--- config.mk ---
export PLATFORM = sky130hd
export DESIGN_NAME = adc_conversion_timing_sequencer
export DESIGN_NICKNAME = d
export VERILOG_FILES = /design/src/logic/adc_seq_pkg.sv /design/src/logic/adc_conversion_timing_sequencer.sv /design/src/logic/adc_fad_divider.sv /design/src/logic/adc_trig_sync.sv
export SDC_FILE = /design/constraint.sdc
export NUM_CORES = 1
export LEC_CHECK = 0
export BUFFER_PORTS_ARGS = -buffer_cell sky130_fd_sc_hd__buf_2
export CORE_ASPECT_RATIO = 0.75
export CORE_MARGIN = 5
export CORE_UTILIZATION = 37
export DETAILED_ROUTE_END_ITERATION = 8
export HOLD_SLACK_MARGIN = 0.05
export MAX_ROUTING_LAYER = met4
export PLACE_DENSITY = 0.7
export SYNTH_ARGS = -nofsm -noshare
export SYNTH_HDL_FRONTEND = slang
export SYNTH_SLANG_ARGS = --single-unit
--- constraint.sdc ---
create_clock -name ref_clk -period 3.4 [get_ports ref_clk]
set_input_delay 0.51 -clock ref_clk [delete_from_list [all_inputs] [get_ports ref_clk]]
set_output_delay 0.51 -clock ref_clk [all_outputs]
set_load 0.005 [all_outputs]
--- src/logic/adc_seq_pkg.sv ---
// Shared constants of the conversion timing sequencer: register map, field positions,
// reset values and timing counts in conversion-clock cycles.
// Assumes a 50 MHz ref_clk and a 32-bit Avalon-MM register port.
package adc_seq_pkg;

   // ****************************************
   // Register map (byte addresses)
   // ****************************************
   localparam logic [3:0] OFF_CTRL = 4'h0;
   localparam logic [3:0] OFF_STATUS = 4'h4;
   localparam logic [3:0] OFF_MASK = 4'h8;
   localparam logic [3:0] OFF_STATE = 4'hC;

   // ****************************************
   // Control fields
   // ****************************************
   localparam int DIV_LSB = 0;
   localparam int VMODE_LSB = 3;
   localparam int WAIT_BIT = 5;
   localparam int SEQ_BIT = 6;
   localparam int HWTRIG_BIT = 7;
   localparam int ENABLE_BIT = 8;
   localparam int START_BIT = 9;
   localparam logic [9:0] CTRL_RESET = 10'h000;
   localparam logic [2:0] DIV_SEL_16 = 3'h1;

   // Status / mask bits
   localparam int ST_DONE = 0;
   localparam int ST_OVERRUN = 1;
   localparam logic [1:0] STATUS_RESET = 2'h0;
   localparam logic [1:0] MASK_RESET = 2'h0;

   // ****************************************
   // Timing: divider lengths in ref_clk cycles, the rest in conversion-clock cycles
   // ****************************************
   localparam logic [5:0] DIV_SLOW = 6'h20;
   localparam logic [5:0] DIV_FAST = 6'h10;
   localparam logic [7:0] CONV_NORMAL_CYC = 8'h40;
   localparam logic [7:0] CONV_LOWV_CYC = 8'h50;
   localparam logic [7:0] START_DLY_CYC = 8'h01;
   localparam logic [7:0] STAB_WAIT_CYC = 8'h04;
   localparam logic [7:0] INT_NOWAIT_CYC = 8'h01;
   localparam logic [7:0] INT_WAIT_CYC = 8'h04;
   localparam logic [7:0] SEQ_SHORTEN_CYC = 8'h03;
   localparam logic [7:0] FIRST_START_CYC = 8'h02;
   localparam logic [1:0] LAST_CHANNEL = 2'h3;

   typedef enum logic [2:0] {S_IDLE, S_START, S_DELAY, S_CONV, S_INTDLY} seq_state_t;

endpackage

--- src/logic/adc_conversion_timing_sequencer.sv ---
// Conversion timing sequencer: divides ref_clk into the conversion clock and steps a
// four-channel scan through start time, delay or stabilisation wait, conversions and
// interrupt output delay. Registers over Avalon-MM with waitrequest.
// Assumes a single 50 MHz clock and an analog core that follows conv_active/conv_channel.
//
// Contract
// - Without stabilisation wait a scan takes start delay plus four conversions plus interrupt delay.
// - With stabilisation wait a scan takes the wait plus four conversions plus interrupt delay.
// - The first scan after enabling also spends the conversion start time.
// - Low-voltage mode with divide 001 uses clock/16, 1 start-delay, 80 conversion and 1 delay cycle.
// - Normal mode with wait and divide 001 uses clock/16, 4 wait, 64 conversion and 4 delay cycles.
// - In sequential mode with stabilisation wait the interrupt output delay is three conversion cycles shorter.
// - After a hardware trigger, later sequential scans skip start time and stabilisation wait.
// - The stabilisation wait counts from trigger detection or from the start bit being set.
//
// Added by the designer: the register offsets and register access over Avalon-MM.
`timescale 1ns/1ps
module adc_conversion_timing_sequencer (
   // Clock and reset
   input wire logic ref_clk,
   input wire logic reset,
   // Avalon-MM slave
   input wire logic [3:0] address,
   input wire logic read,
   input wire logic write,
   input wire logic [31:0] writedata,
   input wire logic [3:0] byteenable,
   output logic [31:0] readdata,
   output logic waitrequest,
   // Hardware trigger pin
   input wire logic hw_trigger,
   // Analog core control
   output logic conv_active,
   output logic conv_start,
   output logic [1:0] conv_channel,
   output logic scan_done,
   // Interrupt
   output logic irq
);

   // ****************************************
   // Bus slave
   // ****************************************
   logic waitrequest_q;
   logic [31:0] readdata_q;
   logic [9:0] ctrl_q;
   logic [1:0] status_q;
   logic [1:0] mask_q;
   logic irq_q;
   adc_seq_pkg::seq_state_t state_q;
   logic [7:0] cnt_q;
   logic [1:0] chan_q;

   // Access completes on the edge where waitrequest is low: one wait cycle per request
   wire req_w = read || write;
   wire take_w = req_w && !waitrequest_q;
   wire wr_w = write && !waitrequest_q;
   wire sel_ctrl_w = (address == adc_seq_pkg::OFF_CTRL);
   wire sel_status_w = (address == adc_seq_pkg::OFF_STATUS);
   wire sel_mask_w = (address == adc_seq_pkg::OFF_MASK);
   wire sel_state_w = (address == adc_seq_pkg::OFF_STATE);
   wire ctrl_wr_w = wr_w && sel_ctrl_w;

   always_ff @(posedge ref_clk) begin
      if (reset || take_w) begin
         waitrequest_q <= 1'b1;
      end else begin
         waitrequest_q <= !req_w;
      end
   end

   wire [31:0] rd_mux_w = sel_ctrl_w ? {22'h000000, ctrl_q} :
                          sel_status_w ? {30'h00000000, status_q} :
                          sel_mask_w ? {30'h00000000, mask_q} :
                          sel_state_w ? {24'h000000, 1'b0, state_q, 2'b00, chan_q} : 32'h00000000;

   always_ff @(posedge ref_clk) begin
      if (reset) begin
         readdata_q <= 32'h00000000;
      end else if (read && waitrequest_q) begin
         readdata_q <= rd_mux_w;
      end
   end

   // ****************************************
   // Control fields and mode decode
   // ****************************************
   wire [2:0] div_sel_w = ctrl_q[adc_seq_pkg::DIV_LSB +: 3];
   wire lowv_w = ctrl_q[adc_seq_pkg::VMODE_LSB + 1];
   wire wait_w = ctrl_q[adc_seq_pkg::WAIT_BIT];
   wire seq_w = ctrl_q[adc_seq_pkg::SEQ_BIT];
   wire hw_en_w = ctrl_q[adc_seq_pkg::HWTRIG_BIT];
   wire enable_w = ctrl_q[adc_seq_pkg::ENABLE_BIT];
   wire start_w = ctrl_q[adc_seq_pkg::START_BIT];
   wire [15:0] wr_ctrl_w = writedata[15:0];
   wire wr_start_w = wr_ctrl_w[adc_seq_pkg::START_BIT];
   wire wr_enable_w = wr_ctrl_w[adc_seq_pkg::ENABLE_BIT];

   // Divide field 001 selects clock/16, every other code clock/32
   wire [5:0] div_len_w = (div_sel_w == adc_seq_pkg::DIV_SEL_16) ? adc_seq_pkg::DIV_FAST : adc_seq_pkg::DIV_SLOW;
   wire [7:0] conv_t_w = lowv_w ? adc_seq_pkg::CONV_LOWV_CYC : adc_seq_pkg::CONV_NORMAL_CYC;
   wire [7:0] delay_t_w = wait_w ? adc_seq_pkg::STAB_WAIT_CYC : adc_seq_pkg::START_DLY_CYC;
   // Only the wait tables carry a delay long enough to shorten; the no-wait delay is already one cycle
   wire [7:0] int_wait_w = seq_w ? adc_seq_pkg::INT_WAIT_CYC - adc_seq_pkg::SEQ_SHORTEN_CYC : adc_seq_pkg::INT_WAIT_CYC;
   wire [7:0] int_t_w = wait_w ? int_wait_w : adc_seq_pkg::INT_NOWAIT_CYC;

   // ****************************************
   // Scan sequencer
   // ****************************************
   logic tick;
   logic trig_rise;
   logic first_q;
   logic had_start_q;
   logic delay_used_q;
   logic conv_start_q;
   logic scan_done_q;
   logic conv_active_q;

   adc_fad_divider adc_fad_divider_inst (
      .ref_clk(ref_clk),
      .reset(reset),
      .restart(state_q == adc_seq_pkg::S_IDLE),
      .div_len(div_len_w),
      .tick(tick)
   );

   adc_trig_sync adc_trig_sync_inst (
      .ref_clk(ref_clk),
      .reset(reset),
      .pin(hw_trigger),
      .rise(trig_rise)
   );

   wire [7:0] target_w = (state_q == adc_seq_pkg::S_START) ? adc_seq_pkg::FIRST_START_CYC :
                         (state_q == adc_seq_pkg::S_DELAY) ? delay_t_w :
                         (state_q == adc_seq_pkg::S_CONV) ? conv_t_w : int_t_w;
   wire phase_last_w = tick && (cnt_q == target_w - 8'h01);
   wire idle_w = (state_q == adc_seq_pkg::S_IDLE);
   wire end_scan_w = (state_q == adc_seq_pkg::S_INTDLY) && phase_last_w;
   // A software scan starts in the cycle the start bit is written from 0 to 1
   wire sw_go_w = ctrl_wr_w && byteenable[1] && wr_start_w && !start_w && !hw_en_w && (enable_w || wr_enable_w);
   // A hardware scan starts in the cycle the filtered trigger edge is seen
   wire hw_go_w = trig_rise && hw_en_w && start_w && enable_w;
   wire go_w = idle_w && (sw_go_w || hw_go_w);
   wire abort_w = !idle_w && (!start_w || !enable_w);
   wire overrun_w = trig_rise && hw_en_w && start_w && enable_w && !idle_w;

   always_ff @(posedge ref_clk) begin
      if (reset || abort_w) begin
         state_q <= adc_seq_pkg::S_IDLE;
         chan_q <= 2'b00;
      end else begin
         case (state_q)
            adc_seq_pkg::S_IDLE: begin
               // First scan after enabling adds the conversion start time
               if (go_w) begin
                  state_q <= first_q ? adc_seq_pkg::S_START : adc_seq_pkg::S_DELAY;
               end
               chan_q <= 2'b00;
            end
            adc_seq_pkg::S_START: begin
               if (phase_last_w) begin
                  state_q <= adc_seq_pkg::S_DELAY;
               end
            end
            adc_seq_pkg::S_DELAY: begin
               if (phase_last_w) begin
                  state_q <= adc_seq_pkg::S_CONV;
               end
            end
            adc_seq_pkg::S_CONV: begin
               // Four channel conversions back to back
               if (phase_last_w && chan_q == adc_seq_pkg::LAST_CHANNEL) begin
                  state_q <= adc_seq_pkg::S_INTDLY;
               end else if (phase_last_w) begin
                  chan_q <= chan_q + 2'b01;
               end
            end
            adc_seq_pkg::S_INTDLY: begin
               // Sequential scans restart straight at the conversions, with no start time or wait
               if (phase_last_w) begin
                  state_q <= seq_w ? adc_seq_pkg::S_CONV : adc_seq_pkg::S_IDLE;
                  chan_q <= 2'b00;
               end
            end
            default: begin
               state_q <= adc_seq_pkg::S_IDLE;
            end
         endcase
      end
   end

   always_ff @(posedge ref_clk) begin
      if (reset || idle_w || phase_last_w) begin
         cnt_q <= 8'h00;
      end else if (tick) begin
         cnt_q <= cnt_q + 8'h01;
      end
   end

   always_ff @(posedge ref_clk) begin
      if (reset || !enable_w) begin
         first_q <= 1'b1;
      end else if (state_q == adc_seq_pkg::S_START && phase_last_w) begin
         first_q <= 1'b0;
      end
   end

   always_ff @(posedge ref_clk) begin
      if (reset) begin
         had_start_q <= 1'b0;
         delay_used_q <= 1'b0;
      end else if (go_w) begin
         had_start_q <= first_q;
         delay_used_q <= 1'b1;
      end else if (end_scan_w) begin
         had_start_q <= 1'b0;
         delay_used_q <= 1'b0;
      end
   end

   // ****************************************
   // Registers written by software
   // ****************************************
   wire [1:0] events_w = {overrun_w, end_scan_w};
   wire [1:0] w1c_w = (wr_w && sel_status_w && byteenable[0]) ? writedata[1:0] : 2'b00;

   always_ff @(posedge ref_clk) begin
      if (reset) begin
         ctrl_q <= adc_seq_pkg::CTRL_RESET;
      end else if (ctrl_wr_w) begin
         ctrl_q[7:0] <= byteenable[0] ? wr_ctrl_w[7:0] : ctrl_q[7:0];
         ctrl_q[9:8] <= byteenable[1] ? wr_ctrl_w[9:8] : ctrl_q[9:8];
      end else if (end_scan_w && !seq_w && !hw_en_w) begin
         // One-shot software scan: start bit drops by itself at the end
         ctrl_q[adc_seq_pkg::START_BIT] <= 1'b0;
      end
   end

   always_ff @(posedge ref_clk) begin
      if (reset) begin
         status_q <= adc_seq_pkg::STATUS_RESET;
         mask_q <= adc_seq_pkg::MASK_RESET;
         irq_q <= 1'b0;
      end else begin
         // Set beats clear so an event in the clearing cycle is kept
         status_q <= (status_q & ~w1c_w) | events_w;
         mask_q <= (wr_w && sel_mask_w && byteenable[0]) ? writedata[1:0] : mask_q;
         irq_q <= |(status_q & mask_q);
      end
   end

   // ****************************************
   // Analog core strobes
   // ****************************************
   wire next_conv_w = (state_q == adc_seq_pkg::S_DELAY && phase_last_w) ||
                      (state_q == adc_seq_pkg::S_CONV && phase_last_w && chan_q != adc_seq_pkg::LAST_CHANNEL) ||
                      (end_scan_w && seq_w);

   always_ff @(posedge ref_clk) begin
      if (reset || abort_w) begin
         conv_start_q <= 1'b0;
         scan_done_q <= 1'b0;
         conv_active_q <= 1'b0;
      end else begin
         conv_start_q <= next_conv_w;
         scan_done_q <= end_scan_w;
         conv_active_q <= next_conv_w ||
                          (state_q == adc_seq_pkg::S_CONV && !(phase_last_w && chan_q == adc_seq_pkg::LAST_CHANNEL));
      end
   end

   assign readdata = readdata_q;
   assign waitrequest = waitrequest_q;
   assign conv_active = conv_active_q;
   assign conv_start = conv_start_q;
   assign conv_channel = chan_q;
   assign scan_done = scan_done_q;
   assign irq = irq_q;

   // ****************************************
   // Checks
   // ****************************************
   logic [15:0] len_q;
   logic [15:0] phase_cyc_q;

   always_ff @(posedge ref_clk) begin
      if (reset || idle_w || end_scan_w) begin
         len_q <= 16'h0000;
      end else begin
         len_q <= len_q + 16'h0001;
      end
   end

   always_ff @(posedge ref_clk) begin
      if (reset || idle_w || phase_last_w) begin
         phase_cyc_q <= 16'h0000;
      end else begin
         phase_cyc_q <= phase_cyc_q + 16'h0001;
      end
   end

   wire [15:0] conv4_w = {6'h00, conv_t_w, 2'b00};
   wire [15:0] scan_w = (16'(delay_t_w) + conv4_w + 16'(int_t_w)) * 16'(div_len_w) - 16'h0001;
   wire [15:0] first_w = scan_w + 16'(adc_seq_pkg::FIRST_START_CYC) * 16'(div_len_w);
endmodule

--- src/logic/adc_fad_divider.sv ---
// Conversion clock enable: one ref_clk-wide tick every div_len cycles.
// Assumes restart is held while the sequencer is idle, so a scan starts on a clean period.
`timescale 1ns/1ps
module adc_fad_divider (
   // Clock and reset
   input wire logic ref_clk,
   input wire logic reset,
   // Control
   input wire logic restart,
   input wire logic [5:0] div_len,
   // Tick
   output logic tick
);
   logic [5:0] cnt_q;
   logic tick_q;
   wire last_w = (cnt_q == div_len - 6'h01);

   always_ff @(posedge ref_clk) begin
      if (reset || restart || last_w) begin
         cnt_q <= 6'h00;
      end else begin
         cnt_q <= cnt_q + 6'h01;
      end
   end

   // Registered one cycle ahead so tick lines up with the count it marks
   always_ff @(posedge ref_clk) begin
      if (reset || restart) begin
         tick_q <= 1'b0;
      end else begin
         tick_q <= (cnt_q == div_len - 6'h02);
      end
   end

   assign tick = tick_q;
endmodule

--- src/logic/adc_trig_sync.sv ---
// Hardware trigger pin synchroniser with agreement filter and rising-edge pulse.
// Assumes the pin is asynchronous to ref_clk.
`timescale 1ns/1ps
module adc_trig_sync (
   // Clock and reset
   input wire logic ref_clk,
   input wire logic reset,
   // Pin
   input wire logic pin,
   // Filtered result
   output logic rise
);
   logic s1_q;
   logic s2_q;
   logic s3_q;
   logic level_q;
   logic rise_q;
   wire agree_w = (s2_q == s3_q);

   always_ff @(posedge ref_clk) begin
      if (reset) begin
         s1_q <= 1'b0;
         s2_q <= 1'b0;
         s3_q <= 1'b0;
         level_q <= 1'b0;
         rise_q <= 1'b0;
      end else begin
         s1_q <= pin;
         s2_q <= s1_q;
         s3_q <= s2_q;
         // A change counts only once two stages agree, which rejects a single metastable sample
         level_q <= agree_w ? s3_q : level_q;
         rise_q <= agree_w && s3_q && !level_q;
      end
   end

   assign rise = rise_q;
endmodule

==> impl_metrics.py <==
metrics = {
    "finish": {
        "antenna_cells": 0,
        "regArea_mm2": 0.00110,
        "final_layout_size_suffix_gt1_share_pct": 18.7,
        "multiInputGateArea_mm2": 0.00150,
        "layout_common_cells": "dfxtp_1 (55), nor2_1 (47), buf_2 (37), nand2_1 (26), conb_1 (22)",
        "final_common_cell": "dfxtp_1",
        "area_delta_synth_final_pct": 10.5,
        "fill_cells": 723,
        "final_cells": 444,
        "nets": 393,
        "utilization_pct": 41.7,
    },
    "critical_path": {
        "cp-start-kind": "register",
        "rrSetupSlack_ns": 0.49,
        "worst-r2r-cell-count": 9,
        "crit_type": "reg2reg",
        "endpoint_kind": "register",
        "r2r-end": "ctrl_q[9]$_SDFFE_PP0P_",
        "arrival_ns": 3.08,
        "cp-startpoint": "state_q[0]$_SDFFE_PP0P_",
        "crit_fanout": 14,
        "required_ns": 3.57,
        "timing.rr.start": "state_q[0]$_SDFFE_PP0P_",
        "endpoint": "ctrl_q[9]$_SDFFE_PP0P_",
    },
    "synth": {
        "synth_seq_cells": 55,
        "syn_area_per_cell_um2": 8.93,
        "yosysUniqueCellTypes": 60,
        "synth_seq_area_share_pct": 40.2,
        "synth_top_area_share_pct": 40.2,
        "synth_edf_count": 0,
        "synthCells": 307,
        "ys_warn_count": 0,
        "synth.area.top_cells": "dfxtp_1 (40%), nor2_1 (6.4%), buf_4 (6.0%), nand2_1 (3.6%), a22oi_1 (3.0%)",
        "syn_area_mm2": 0.00274,
        "synthArstFlopShare_pct": 0,
        "ys.flop_type": "dfxtp_1",
        "synth_area_leader_cell": "dfxtp_1",
    },
    "worst_hold_path": {
        "hold_path_depth": 2,
        "min_path_type": "in2reg",
        "min_from": "hw_trigger",
    },
    "cts": {
        "cts.sinks": 55,
        "cts_resized": 0,
        "post-cts-setup-buffers": 0,
        "cts_htree_levels": 2,
        "cts_buffer_depth": 2,
        "root_buffer": "clkbuf_8",
        "cts_hold_buf": 0,
        "cts_buffers": 5,
        "clkLatencyLatePin_ns": 0.31,
        "path_clk_slew_ns": 0.09,
        "cts_tree": "done",
    },
    "floorplan": {
        "die_y_um": 84.5,
        "die_area_mm2": 0.00925,
        "rows": 27,
        "core-area_mm2": 0.00726,
        "pin_count": 84,
        "die_w_um": 109,
        "initial_core_util_pct": 37.7,
    },
    "route": {
        "drc": 0,
        "postRouteWirelength_um": 6180,
        "top_layer_used": "met4",
        "drtAntennaViolNets": 0,
        "drt_iter0_drc": 141,
        "wl_per_cell_um": 13.9,
        "firstDrtPassIters": 5,
        "vias": 2251,
        "routed-wl-met2_um": 2450,
        "met3_length_um": 450,
        "wl_met1_um": 3210,
        "viasPerCell": 5.07,
    },
    "global_routing": {
        "grt_pass1_wl_um": 10100,
        "grt.total_usage_pct": 14.1,
        "first_global_vias": 2066,
        "antenna_found_initial": 0,
        "grt_max_degree": 36,
        "gr-total-overflow": 0,
    },
    "placement": {
        "port_buffers": 37,
        "dp_hpwl_um": 4600,
        "gp_routability_congestion": 0.865,
        "dp.cells": 436,
    },
    "timing": {
        "fin_crit_ns": 2.91,
        "finalHoldViolations": 0,
        "setup_tns_ns": 0,
        "worst_pin_slew_ns": 0.656,
        "setup_viol": 0,
        "holdWs_ns": 0.406,
        "skew_ns": 0.00905,
        "max_freq_mhz": 344,
        "relSlewSlack_pct": 56.3,
        "rsz0062_at_grt": "no",
        "final-max-slew-violation-count": 0,
        "period_share_pct": 85.6,
    },
    "job": {
        "max_cap_violations": 0,
    },
    "power": {
        "power_density_mw_per_mm2": 510,
        "peakVddDrop_mv": 0.217,
        "p_leak_nw": 1.18,
    },
    "outcome": {
        "status": "complete, no violations",
    },
}
==> how the worst min path moves through the flow <==
stage                                    endpoint  slack (ns)
2_1_floorplan  adc_trig_sync_inst.rise$_SDFF_PP0_        0.40
3_5_place_dp   adc_trig_sync_inst.rise$_SDFF_PP0_        0.43
6_report       adc_trig_sync_inst.s1_q$_SDFF_PP0_        0.41
5_1_grt                    waitrequest$_SDFF_PP1_        0.39
3_3_place_gp   adc_trig_sync_inst.rise$_SDFF_PP0_        0.41
4_1_cts                    waitrequest$_SDFF_PP1_        0.40
==> routing by layer <==
layer | global-route usage [%] | up-vias
li1 | - | 1117
met1 | 21.3 | 1057
met2 | 18.1 | 70
met3 | 3.23 | 7
met4 | 4.76 | 0
met5 | - | -
==> metrics by stage <==
stage                     instance area (um^2)  total power [mW]  setup WS, ns
after floorplan                           2820              1.09         0.915
after global placement                    2940              1.18         0.626
after detailed placement                  2940              1.19         0.545
after CTS                                 3030              1.55         0.522
after global routing                      3030              1.65         0.272
final                                     3030              1.54         0.490
==> flip-flops by register name (all words and copies together) (netlist names), 2 cells and up <==
signal and count:
readdata 10, state_q 3, ctrl_q 10, cnt_q 8, status_q 2, adc_fad_divider_inst.cnt_q 6, conv_channel 2, mask_q 2
==> critical path: stages, from the launching register on <==
cell	delay (ns)
dfxtp_1	0.62
nor3b_1	0.37
nor2_1	0.10
ha_1	0.20
xor2_1	0.21
mux2i_1	0.25
a31oi_2	0.23
or3_1	0.48
nor3_1	0.21
o32ai_1	0.10
==> power by group <==
part           switching (mW)  internal [mW]
clock network           0.214          0.145
registers              0.0494          0.668
logic                   0.258          0.209
==> cell type report <==
class / instances / area share [%]
multi-input cells: 237 / 49.4
well taps: 101 / 4.17
clock buffers: 6 / 2.40
clock inverters: 2 / 0.413
inverters: 3 / 0.372
repair buffers: 40 / 6.86
flip-flops and latches: 55 / 36.3
==> Yosys cell counts (2+ instances only) <==
library cell   n
dfxtp_1       55
nor2_1        47
nand2_1       26
buf_4         22
nand3_1       15
a21oi_1       13
a22oi_1       11
xor2_1         9
clkbuf_1       8
xnor2_1        8
mux2i_1        7
ha_1           6
nor3_1         5
o21ai_0        5
a22o_1         3
buf_2          3
inv_1          3
nand2b_1       3
nand3b_1       3
nand4_1        3
nor2b_1        3
nor4b_1        3
or3_1          3
a31o_2         2
and2_1         2
and3_1         2
mux4_2         2
nand4b_1       2
nor3b_1        2
==> logic make-up (layout without fill, tap and decap cells) <==
group	count (synthesis)	in the layout	share of synthesized area (%)
mux	9	9	4.20
simple gates	133	133	25.4
xor+xnor	17	17	5.43
compound gates	50	50	13.9
buf+inv	36	51	8.08
other cells	1	22	0.137
flops	55	55	40.2
fa+ha+maj	6	6	2.74
No activity file was read; power rests on OpenSTA's default activity.
